`src/core/slba_pkg.sv`:
```
// constants and types for the segment lookaside bridge access block
// assumes 64-bit general registers numbered with bit 0 as the least significant
package slba_pkg;
    // entry store geometry
    localparam int unsigned NUM_ENTRIES = 16;
    localparam int unsigned IDX_W = 4;
    localparam int unsigned GPR_W = 64;
    localparam int unsigned VIRTUAL_SEGMENT_ID_W = 52;
    // register image positions (little-endian numbering)
    localparam int unsigned GPR_ZERO_HI = 63; // always cleared on reads
    localparam int unsigned GPR_ZERO_LO = 57;
    localparam int unsigned GPR_VHI_HI = 56; // upper virtual segment id part
    localparam int unsigned GPR_VHI_LO = 32;
    localparam int unsigned GPR_TKK_HI = 31; // type, supervisor_key, user_key
    localparam int unsigned GPR_TKK_LO = 29;
    localparam int unsigned GPR_NF_HI = 28; // no-execute / reserved pair
    localparam int unsigned GPR_NF_LO = 27;
    localparam int unsigned GPR_VLO_HI = 26; // lower virtual segment id part
    localparam int unsigned GPR_IDX_HI = 31; // index_gpr select field
    localparam int unsigned GPR_IDX_LO = 28;
    // split of the virtual segment id inside an entry
    localparam int unsigned VIRTUAL_SEGMENT_ID_SPLIT = 27;
    localparam logic [24:0] VHI_ZERO = 25'h0000000; // narrow writes clear the upper part
    localparam logic [6:0] GPR_TOP_ZERO = 7'h00;

    // one lookaside record, written as though from a segment_table_record
    typedef struct packed {
        logic valid;
        logic [IDX_W-1:0] effective_segment_id_lo; // effective_segment_id low nibble, upper bits zero
        logic [2:0] tkk;
        logic [1:0] nfield;
        logic [VIRTUAL_SEGMENT_ID_W-1:0] virtual_segment_id;
    } slba_entry_t;

    localparam slba_entry_t ENTRY_RST = '0;

    // pipeline operations reaching this block
    typedef enum logic [2:0] {
        SLBA_MOVE_TO,
        SLBA_MOVE_TO_IND,
        SLBA_MOVE_FROM,
        SLBA_MOVE_FROM_IND,
        SLBA_MOVE_TO_WIDE,
        SLBA_MOVE_TO_WIDE_IND,
        SLBA_NOP
    } slba_op_t;
endpackage

```
`src/core/slba_store_if.sv`:
```
// port bundle between the access controller and the entry store
// assumes both ends share one clock
interface slba_store_if;
    logic we; // one-cycle write strobe
    logic [slba_pkg::IDX_W-1:0] waddr;
    slba_pkg::slba_entry_t wdata;
    logic [slba_pkg::IDX_W-1:0] raddr;
    slba_pkg::slba_entry_t rdata; // combinational read
    modport ctrl (output we, output waddr, output wdata, output raddr, input rdata);
    modport store (input we, input waddr, input wdata, input raddr, output rdata);
endinterface

```
`src/core/slba_entry_store.sv`:
```
// sixteen-record flip-flop store for the segment_lookaside_buffer fixed entries
// assumes writes come from the controller on the same clock
module slba_entry_store #(
    parameter int unsigned DEPTH = slba_pkg::NUM_ENTRIES
) (
    input wire logic clk,
    input wire logic arst_n,
    slba_store_if.store sif
);
    // addresses are four bits wide, so any other depth would leave holes or misses
    if (DEPTH != slba_pkg::NUM_ENTRIES) begin : g_bad_depth
        $error("slba_entry_store: DEPTH must be 16");
    end

    slba_pkg::slba_entry_t mem_q [DEPTH]; // record storage

    // synchronous write port, records cleared at reset
    always_ff @(posedge clk or negedge arst_n) begin
        if (!arst_n) begin
            for (int i = 0; i < DEPTH; i++) begin
                mem_q[i] <= slba_pkg::ENTRY_RST;
            end
        end else if (sif.we) begin
            mem_q[sif.waddr] <= sif.wdata;
        end
    end

    // combinational read port so a move-from answers next edge
    assign sif.rdata = mem_q[sif.raddr];
endmodule

```
`src/core/slba_bridge.sv`:
```
// segment move access control for the fixed lookaside entries
// assumes pipeline inputs are on clk and one operation is offered per cycle at most
// Summary of operation
// - all four narrow moves enabled as one group
// - absent group raises illegal-instruction trap
// - sixteen entries act as segment registers
// - narrow move-to takes low 32 source bits
// - move-from returns full 64-bit image
// - reads after space-valid set flagged undefined
// - fixed sixteen entries, reload uses separate policy
// - every move-to updates replacement history
// - narrow moves illegal without space-valid bit implemented
// - immediate field picks entry; type, keys placed
// - virtual segment id split into two fields
// - top seven result bits forced zero
// - entries not software-written read undefined
// - supervisor only, user gets privileged trap
// - indexed read uses index register bits 28-31
// - narrow write sets valid, zero upper id, copies keys
// - indexed write uses index register bits 28-31
module slba_bridge #(
    parameter bit GROUP_EN = 1'b1, // narrow move group implemented
    parameter bit ASV_IMPL = 1'b1, // addr_space_valid bit implemented
    parameter bit WIDE_EN = 1'b1, // 64-bit move-to pair implemented
    parameter int unsigned NUM_ENTRIES = slba_pkg::NUM_ENTRIES
) (
    input wire logic clk,
    input wire logic arst_n,
    input wire logic op_valid,
    input wire slba_pkg::slba_op_t op_code,
    input wire logic [slba_pkg::IDX_W-1:0] segment_index_field,
    input wire logic [slba_pkg::GPR_W-1:0] index_gpr,
    input wire logic [slba_pkg::GPR_W-1:0] source_gpr,
    input wire logic supervisor,
    input wire logic addr_space_valid,
    input wire logic reload_valid,
    input wire logic [slba_pkg::IDX_W-1:0] reload_index,
    output logic result_valid_q,
    output logic [slba_pkg::GPR_W-1:0] result_q,
    output logic result_undef_q,
    output logic illegal_trap_q,
    output logic priv_trap_q,
    output logic hist_update_q,
    output logic [slba_pkg::IDX_W-1:0] hist_index_q
);
    // the index is a four-bit field, so only sixteen records can be served
    if (NUM_ENTRIES != 16) begin : g_bad_depth
        $error("slba_bridge: NUM_ENTRIES must be 16");
    end

    slba_store_if sif (); // bundle to the record store
    logic is_write; // decoded move-to
    logic is_read; // decoded move-from
    logic is_ind; // index comes from index_gpr
    logic is_wide; // 64-bit move-to variant
    logic op_legal; // operation exists on this build
    logic accept; // legal and privileged
    logic [slba_pkg::IDX_W-1:0] sel_idx; // chosen entry
    logic [NUM_ENTRIES-1:0] sw_owned_q; // entry last written by a move-to
    logic [NUM_ENTRIES-1:0] tainted_q; // space-valid seen since that write
    slba_pkg::slba_entry_t new_entry; // record built from source_gpr

    // operation decode; the narrow four share one enable so none exists alone
    always_comb begin
        is_write = 1'b0;
        is_read = 1'b0;
        is_ind = 1'b0;
        is_wide = 1'b0;
        op_legal = 1'b0;
        case (op_code)
            slba_pkg::SLBA_MOVE_TO: begin
                is_write = 1'b1;
                op_legal = GROUP_EN && ASV_IMPL;
            end
            slba_pkg::SLBA_MOVE_TO_IND: begin
                is_write = 1'b1;
                is_ind = 1'b1;
                op_legal = GROUP_EN && ASV_IMPL;
            end
            slba_pkg::SLBA_MOVE_FROM: begin
                is_read = 1'b1;
                op_legal = GROUP_EN && ASV_IMPL;
            end
            slba_pkg::SLBA_MOVE_FROM_IND: begin
                is_read = 1'b1;
                is_ind = 1'b1;
                op_legal = GROUP_EN && ASV_IMPL;
            end
            slba_pkg::SLBA_MOVE_TO_WIDE: begin
                is_write = 1'b1;
                is_wide = 1'b1;
                op_legal = WIDE_EN;
            end
            slba_pkg::SLBA_MOVE_TO_WIDE_IND: begin
                is_write = 1'b1;
                is_wide = 1'b1;
                is_ind = 1'b1;
                op_legal = WIDE_EN;
            end
            default: begin
                // not ours: no trap, no action
            end
        endcase
    end

    // privilege and index selection
    assign accept = op_valid && op_legal && supervisor;
    // indexed forms take index_gpr bits 28-31, the others the immediate field
    assign sel_idx = is_ind ? index_gpr[slba_pkg::GPR_IDX_HI:slba_pkg::GPR_IDX_LO]
                            : segment_index_field;

    // build the record as though loaded from a segment_table_record
    always_comb begin
        new_entry = slba_pkg::ENTRY_RST;
        new_entry.valid = 1'b1;
        new_entry.effective_segment_id_lo = sel_idx;
        new_entry.tkk = source_gpr[slba_pkg::GPR_TKK_HI:slba_pkg::GPR_TKK_LO];
        new_entry.nfield = source_gpr[slba_pkg::GPR_NF_HI:slba_pkg::GPR_NF_LO];
        // narrow writes carry only 32 bits, so the upper id part is zero
        new_entry.virtual_segment_id[slba_pkg::VIRTUAL_SEGMENT_ID_W-1:slba_pkg::VIRTUAL_SEGMENT_ID_SPLIT] = is_wide
            ? source_gpr[slba_pkg::GPR_VHI_HI:slba_pkg::GPR_VHI_LO]
            : slba_pkg::VHI_ZERO;
        new_entry.virtual_segment_id[slba_pkg::VIRTUAL_SEGMENT_ID_SPLIT-1:0] =
            source_gpr[slba_pkg::GPR_VLO_HI:0];
    end

    // store hookup: one write and one read port on the fixed entries
    assign sif.we = accept && is_write;
    assign sif.waddr = sel_idx;
    assign sif.wdata = new_entry;
    assign sif.raddr = sel_idx;

    slba_entry_store #(
        .DEPTH(NUM_ENTRIES)
    ) u_store (
        .clk(clk),
        .arst_n(arst_n),
        .sif(sif)
    );

    // per-entry ownership and staleness; hardware reload takes ownership away
    // and a space-valid cycle wins over a simultaneous write
    for (genvar e = 0; e < NUM_ENTRIES; e++) begin : g_flags
        // entry number at index width, so the compares below match bit for bit
        localparam logic [slba_pkg::IDX_W-1:0] ENTRY_IDX = slba_pkg::IDX_W'(e);
        always_ff @(posedge clk or negedge arst_n) begin
            if (!arst_n) begin
                sw_owned_q[e] <= 1'b0;
            end else if (reload_valid && reload_index == ENTRY_IDX) begin
                sw_owned_q[e] <= 1'b0;
            end else if (sif.we && sif.waddr == ENTRY_IDX) begin
                sw_owned_q[e] <= 1'b1;
            end
        end
        always_ff @(posedge clk or negedge arst_n) begin
            if (!arst_n) begin
                tainted_q[e] <= 1'b0;
            end else if (addr_space_valid) begin
                tainted_q[e] <= 1'b1;
            end else if (sif.we && sif.waddr == ENTRY_IDX) begin
                tainted_q[e] <= 1'b0;
            end
        end
    end

    // move-from answer, registered one edge after the request
    always_ff @(posedge clk or negedge arst_n) begin
        if (!arst_n) begin
            result_q <= '0;
            result_valid_q <= 1'b0;
            result_undef_q <= 1'b0;
        end else begin
            result_valid_q <= accept && is_read;
            if (accept && is_read) begin
                result_q <= {slba_pkg::GPR_TOP_ZERO,
                             sif.rdata.virtual_segment_id[slba_pkg::VIRTUAL_SEGMENT_ID_W-1:slba_pkg::VIRTUAL_SEGMENT_ID_SPLIT],
                             sif.rdata.tkk, sif.rdata.nfield,
                             sif.rdata.virtual_segment_id[slba_pkg::VIRTUAL_SEGMENT_ID_SPLIT-1:0]};
                result_undef_q <= !sw_owned_q[sel_idx] || tainted_q[sel_idx];
            end
        end
    end

    // traps: a missing group outranks the privilege check
    always_ff @(posedge clk or negedge arst_n) begin
        if (!arst_n) begin
            illegal_trap_q <= 1'b0;
            priv_trap_q <= 1'b0;
        end else begin
            illegal_trap_q <= op_valid && (is_read || is_write) && !op_legal;
            priv_trap_q <= op_valid && op_legal && !supervisor;
        end
    end

    // replacement history sees each move-to exactly as a reload would
    always_ff @(posedge clk or negedge arst_n) begin
        if (!arst_n) begin
            hist_update_q <= 1'b0;
            hist_index_q <= '0;
        end else begin
            hist_update_q <= sif.we || reload_valid;
            if (sif.we) begin
                hist_index_q <= sif.waddr;
            end else if (reload_valid) begin
                hist_index_q <= reload_index;
            end
        end
    end
endmodule

```
`config.mk`:
```
export PLATFORM = sky130hd
export DESIGN_NAME = slba_bridge
export DESIGN_NICKNAME = d
export VERILOG_FILES = /design/src/core/slba_pkg.sv /design/src/core/slba_store_if.sv /design/src/core/slba_entry_store.sv /design/src/core/slba_bridge.sv
export SDC_FILE = /design/constraint.sdc
export NUM_CORES = 2
export LEC_CHECK = 0
export ABC_AREA = 0
export BUFFER_PORTS_ARGS = -buffer_cell sky130_fd_sc_hd__buf_2
export CORE_UTILIZATION = 50
export DETAILED_ROUTE_END_ITERATION = 7
export GPL_TIMING_DRIVEN = 0
export PLACE_DENSITY = 0.67
export SETUP_SLACK_MARGIN = 0.3
export SYNTH_ARGS = -nofsm -noshare
export SYNTH_HDL_FRONTEND = slang
export SYNTH_SLANG_ARGS = --single-unit
```
`constraint.sdc`:
```
create_clock -name clk -period 1.8 [get_ports clk]
set_clock_uncertainty 0.05 [all_clocks]
set_input_delay 0.27 -clock clk [delete_from_list [all_inputs] [get_ports clk]]
set_output_delay 0.27 -clock clk [all_outputs]
set_load 0.02 [all_outputs]
```
# Word-level counts from Yosys, hierarchy flattened
# Cells that the tools add are included.
# totals
register_bits	1090
input_bits	145
elab_cells	328
# op_classes
order_cmp	3
eq_ne	35
muxes	83
n_bitwise	1
reduce_logical	87
# ops
operator	count
992-bit bitwise mux	1
62-bit binary-select mux with 4-bit select	1
62-bit demux with 4-bit select	1
57-bit two-way mux	2
1-bit two-way mux	71
2-bit nonzero test	33
4-bit == test (second input constant)	16
62-bit two-way mux	1
1-bit logical AND	40
4-bit by 3-bit == test with 1-bit output (second input constant)	8
25-bit two-way mux	1
4-bit by 2-bit == test with 1-bit output (second input constant)	4
4-bit two-way mux	3
1-bit binary-select mux with 4-bit select	2
4-bit by 1-bit == test with 1-bit output (second input constant)	2
4-bit zero test	2
3-bit by 2-bit == test with 1-bit output (second input constant)	2
3-bit == test (second input constant)	2
6-bit OR reduction	1
5-bit >= comparator (second input constant)	1
4-bit by 5-bit less-than comparator with 1-bit output (second input constant)	1
5-bit by 1-bit less-than comparator with 1-bit output (second input constant)	1
4-bit NOT with 5-bit output	1
2-bit OR reduction	2
6 further kinds	10

# Longest topological paths before layout
# logic_depth
word_depth	10
mapped_depth	11
ltp_nobuf	6

# Hierarchy
# A second synthesis with hierarchy kept.
# unflattened
cells_unflattened	3176
hier_area_um2	48701.7
# by_module_without_submodules
mod	instances	cells_each	area_each_um2	seq_area_each_um2
slba_entry_store	1	2694	44335.0	24823.8
slba_bridge	1	482	4366.7	2452.4

# Worst setup path after synthesis
# OpenSTA, ideal clock, no wires.
# synth_timing
path_kind	input to register
from	input op_code[0]
to	register result_q[44] (netlist bit)
setup_time_ns	0.129
arrival_ns	2.250
required_ns	1.621
path_slack_ns	-0.629
path_stages	8
path_buffers	3
cell_sequence	a21boi_2 -> buf_6 -> mux2i_1 -> buf_2 -> buf_2 -> mux4_2 -> a221oi_1 -> a21oi_1
# synth_between
elab_chain_cells	8
# synth_rtl
item	line_no	rtl
start, declared	slba_bridge.sv:30	input wire slba_pkg::slba_op_t op_code,
3-bit == test, or another cell as far along	slba_bridge.sv:70	case (op_code)
3-bit OR reduction (no source line)	--	
1-bit two-way mux	slba_bridge.sv:70	
4-bit two-way mux	slba_bridge.sv:109	assign sel_idx = is_ind ? index_gpr[slba_pkg::GPR_IDX_HI:slba_pkg::GPR_IDX_LO]
4-bit NOT with 5-bit output (implied by the code)	slba_entry_store.sv:29	assign sif.rdata = mem_q[sif.raddr];
62-bit binary-select mux with 4-bit select	slba_entry_store.sv:29	
57-bit two-way mux (implied by the code) (2 in series)	slba_entry_store.sv:29	
end signal, assigned	slba_bridge.sv:175	result_q <= {slba_pkg::GPR_TOP_ZERO,
end, declared	slba_bridge.sv:39	output logic [slba_pkg::GPR_W-1:0] result_q,
# Parallel ways exist; a longest one is shown, timed or not. The select of a mux whose other input is x is not followed.
# A chain may end at the register's enable or synchronous reset.

# Worst setup path after layout
# layout_timing
from	input op_code[2]
to	register u_store.mem_q[579] (netlist bit)
# layout_between
elab_chain_cells	10
# layout_rtl
item	line_no	rtl
3-bit == test, or another cell as far along	slba_bridge.sv:70	
3-bit OR reduction (no source line)	--	
1-bit two-way mux	slba_bridge.sv:70	
4-bit two-way mux	slba_bridge.sv:109	
4-bit NOT with 5-bit output (implied by the code)	slba_entry_store.sv:24	mem_q[sif.waddr] <= sif.wdata;
5-bit >= comparator (implied by the code) / 5-bit by 1-bit less-than comparator with 1-bit output (equally long branches)	slba_entry_store.sv:24	
1-bit logical AND (implied by the code)	slba_entry_store.sv:24	
62-bit two-way mux (implied by the code)	slba_entry_store.sv:24	
62-bit demux with 4-bit select	slba_entry_store.sv:24	
992-bit bitwise mux	slba_entry_store.sv:24	
end signal, assigned by index	slba_entry_store.sv:21	mem_q[i] <= slba_pkg::ENTRY_RST;
end signal, assigned by index	slba_entry_store.sv:24	
end, declared	slba_entry_store.sv:15	slba_pkg::slba_entry_t mem_q [DEPTH];
# Parallel ways exist; a longest one is shown, timed or not.

==> reports/metrics.csv <==
metric,value,unit
whs,-0.448,ns
grt_antenna_before_repair,10,
rrSetupSlack,-0.19,ns
gp_congestion,0.958,
cp-end-kind,flop,
tightestPinTransition,1.26,ns
synth-edff-count,0,
pre_cts_slack,-2.29,ns
critPathRequiredTime,2.32,ns
die_h,301,microns
track_usage,36.0,%
synth.area.top_cells,"dfrtp_1 57%, mux2_2 9.1%, nand2_1 7.2%",
clk_path_buf_depth,3,
grt_pass1_vias,34500,
hold_viol,149,
die-area,90400,sq um
netlist-cell-type-count,47,
cts.sinks,1010,
power.internal,44500,uW
grt_setup_unrepaired,yes,
synth-main-ff-cell,dfrtp_1,
hpwlAfterDp,104000,microns
pin_count,218,
final_common_cell,dfrtp_1,
outcome,"finished, violations left",
fp.dieW,301,microns
grt_pass1_wl,235000,microns
period_share,117,%
synth_seq_area_share,56.7,%
synthCells,3895,
fill_cells,6470,
hp-class,in2async,
yosys_warnings,0,
nets,4513,
p_seq_share,44.5,%
vias_per_cell,6.44,
fin_ws,-0.300,ns
rows,109,
yosysTopAreaCell,dfrtp_1,
cts_htree_levels,3,
grt_max_degree,152,
final_max_slew_viol_count,0,
gr-total-overflow,0,
violations,"DRC, hold timing, setup timing",
first_pass_iters,8,
ys_async_sr_fraction,100,%
syn_to_final_growth,29.9,%
cts.clk_slew.worst_paths,0.06,ns
p_clk_share,39.1,%
start_util,50.5,%
power_density,1060,nW/um^2
cts_tree,done,
antenna_left,0,
combinationalPowerShare,16.4,%
cts_buffers,107,
switching_share,27.5,%
p_switching,16900,uW
drive_gt1_share,36.8,%
drcViolationCount,2,
yosysTopAreaCellShare,56.7,%
core,88400,sq um
regArea,25300,sq um
via_count,36200,
clk_latency,0.71,ns
min_period,2.10,ns
critPathKind,in2reg,
leakage,0.0265,uW
root_buffer,clkbuf_16,
relSlewSlack,15.9,%
setup_viol,971,
synth_area,44600,sq um
maxCapViolCount,0,
post_drt_wl_per_cell,30.7,microns
irDropWorstVdd,0.000903,V
critPathLaunchType,primary input,
crit_fanout,10,
multi_input_comb_area,19700,sq um
portBuffers,137,
ys_ff_latch,1010,
max_freq,476,MHz
cp_data_arrival_time,2.62,ns
finalWirelength,172000,microns
layout_common_cells,"1,010 x dfrtp_1, 788 x nand2_1, 358 x mux2_2",
syn_avg_cell_area,11.5,sq um
drt-initial-drc-count,4937,
## state kept, by name, indices dropped and copies added, names as in the netlist
register        flops
hist_update_q       1
u_store.mem_q     912
result_q           57
tainted_q          16
illegal_trap_q      1
result_valid_q      1
sw_owned_q         16
hist_index_q        4
priv_trap_q         1
result_undef_q      1
## synth_stat cells, types with 2 or more instances
library cell  count
buf_4            15
inv_1            17
nand2b_1          2
nand3_1           6
nand2_1         856
buf_6            16
a32oi_1           4
nor2_1           76
a21o_1           16
nand3b_1          4
mux2_1            8
mux4_2          120
dfrtp_1        1010
or3_4             5
a21oi_1         298
nor3b_1           5
clkbuf_1        212
mux2_2          362
mux2_4           83
nor3_1            4
a22oi_1          58
a31oi_1           2
mux2i_1          54
o21ai_0         402
buf_1            19
a221oi_1         75
a2111oi_0        21
o22ai_1          21
o221ai_1          2
buf_2            98
nand4_1           8
## worst paths after layout
check                                   start            endpoint  depth (start not counted)
max                                op_code[2]  u_store.mem_q[579]                          9
min                                    arst_n  u_store.mem_q[146]                          1
max reg2reg                     tainted_q[14]      result_undef_q                          5
min reg2reg                u_store.mem_q[138]  u_store.mem_q[138]                          2
max in group asynchronous              arst_n  u_store.mem_q[910]                          4
min in group clk                 reload_valid       hist_update_q                          2
## repair_timing
action                                 in CTS  in global routing
pin swaps                                  24                137
gates resized for setup                   555                666
cloned                                     10                 45
hold buffers                               59                  2
setup endpoints to repair                1539               1572
endpoints found under the hold margin     478                150
setup buffers                              20                 78
## worst max-delay path: stages
cell and delay (ns):
buf_8 0.10, a21boi_4 0.27, buf_6 0.16, mux2_4 0.30
or3_4 0.37, or3_4 0.46, buf_12 0.19, buf_12 0.17
mux2_4 0.31
## per-stage QoR
| step | power [uW] | area, sq um | setup TNS [ns] | std cells | util (%) |
|---|---|---|---|---|---|
| 2_1_floorplan | 32500 | 45100 | -291.50 | 3902 | - |
| 3_3_place_gp | 35500 | 47200 | - | 5204 | 53.4 |
| 3_5_place_dp | 35800 | 47400 | -1658.25 | 5210 | 53.6 |
| 4_1_cts | 60200 | 54200 | -55.43 | 5496 | 61.3 |
| 5_1_grt | 63100 | 57900 | -181.56 | 5623 | 65.6 |
| 6_report | 61300 | 57900 | -155.00 | 5624 | 65.6 |
## cells by family after synthesis
kind of cell | after synthesis | share of synthesized area [%]
flip-flops | 1010 | 56.7
other | 1 | 0.00841
AND/OR/NAND/NOR | 974 | 8.53
AO/OA/AOI/OAI | 904 | 11.5
buffers and inverters | 378 | 3.85
multiplexers | 628 | 19.4
## area by class of cell
type / instances / share of cell area [%]
Clock buffer: 158 / 5.60
Antenna cell: 3 / 0.0130
Multi-Input combinational cell: 2515 / 34.0
Buffer: 359 / 6.45
Timing Repair Buffer: 357 / 6.68
Inverter: 18 / 0.119
Sequential cell: 1010 / 43.6
Tap cell: 1165 / 2.52
Clock inverter: 39 / 0.972
## layer usage
layer | routed length (microns) | GRT usage [%] | up-vias
li1 | - | - | 14700
met1 | 65600 | 48.9 | 18500
met2 | 74000 | 51.9 | 2427
met3 | 22100 | 11.9 | 624
met4 | 10500 | 17.9 | 12
met5 | 164 | 0 | -
## power groups by stage
| stage | sequential (uW) | combinational, uW | clock, uW |
|---|---|---|---|
| 2_1_floorplan | 27400 | 5130 | 0 |
| 3_3_place_gp | 27500 | 8040 | 0 |
| 3_5_place_dp | 27500 | 8300 | 0 |
| 4_1_cts | 27100 | 9160 | 23900 |
| 5_1_grt | 27600 | 10600 | 24800 |
| 6_report | 27300 | 10100 | 24000 |
No activity file was read; power rests on OpenSTA's default activity.
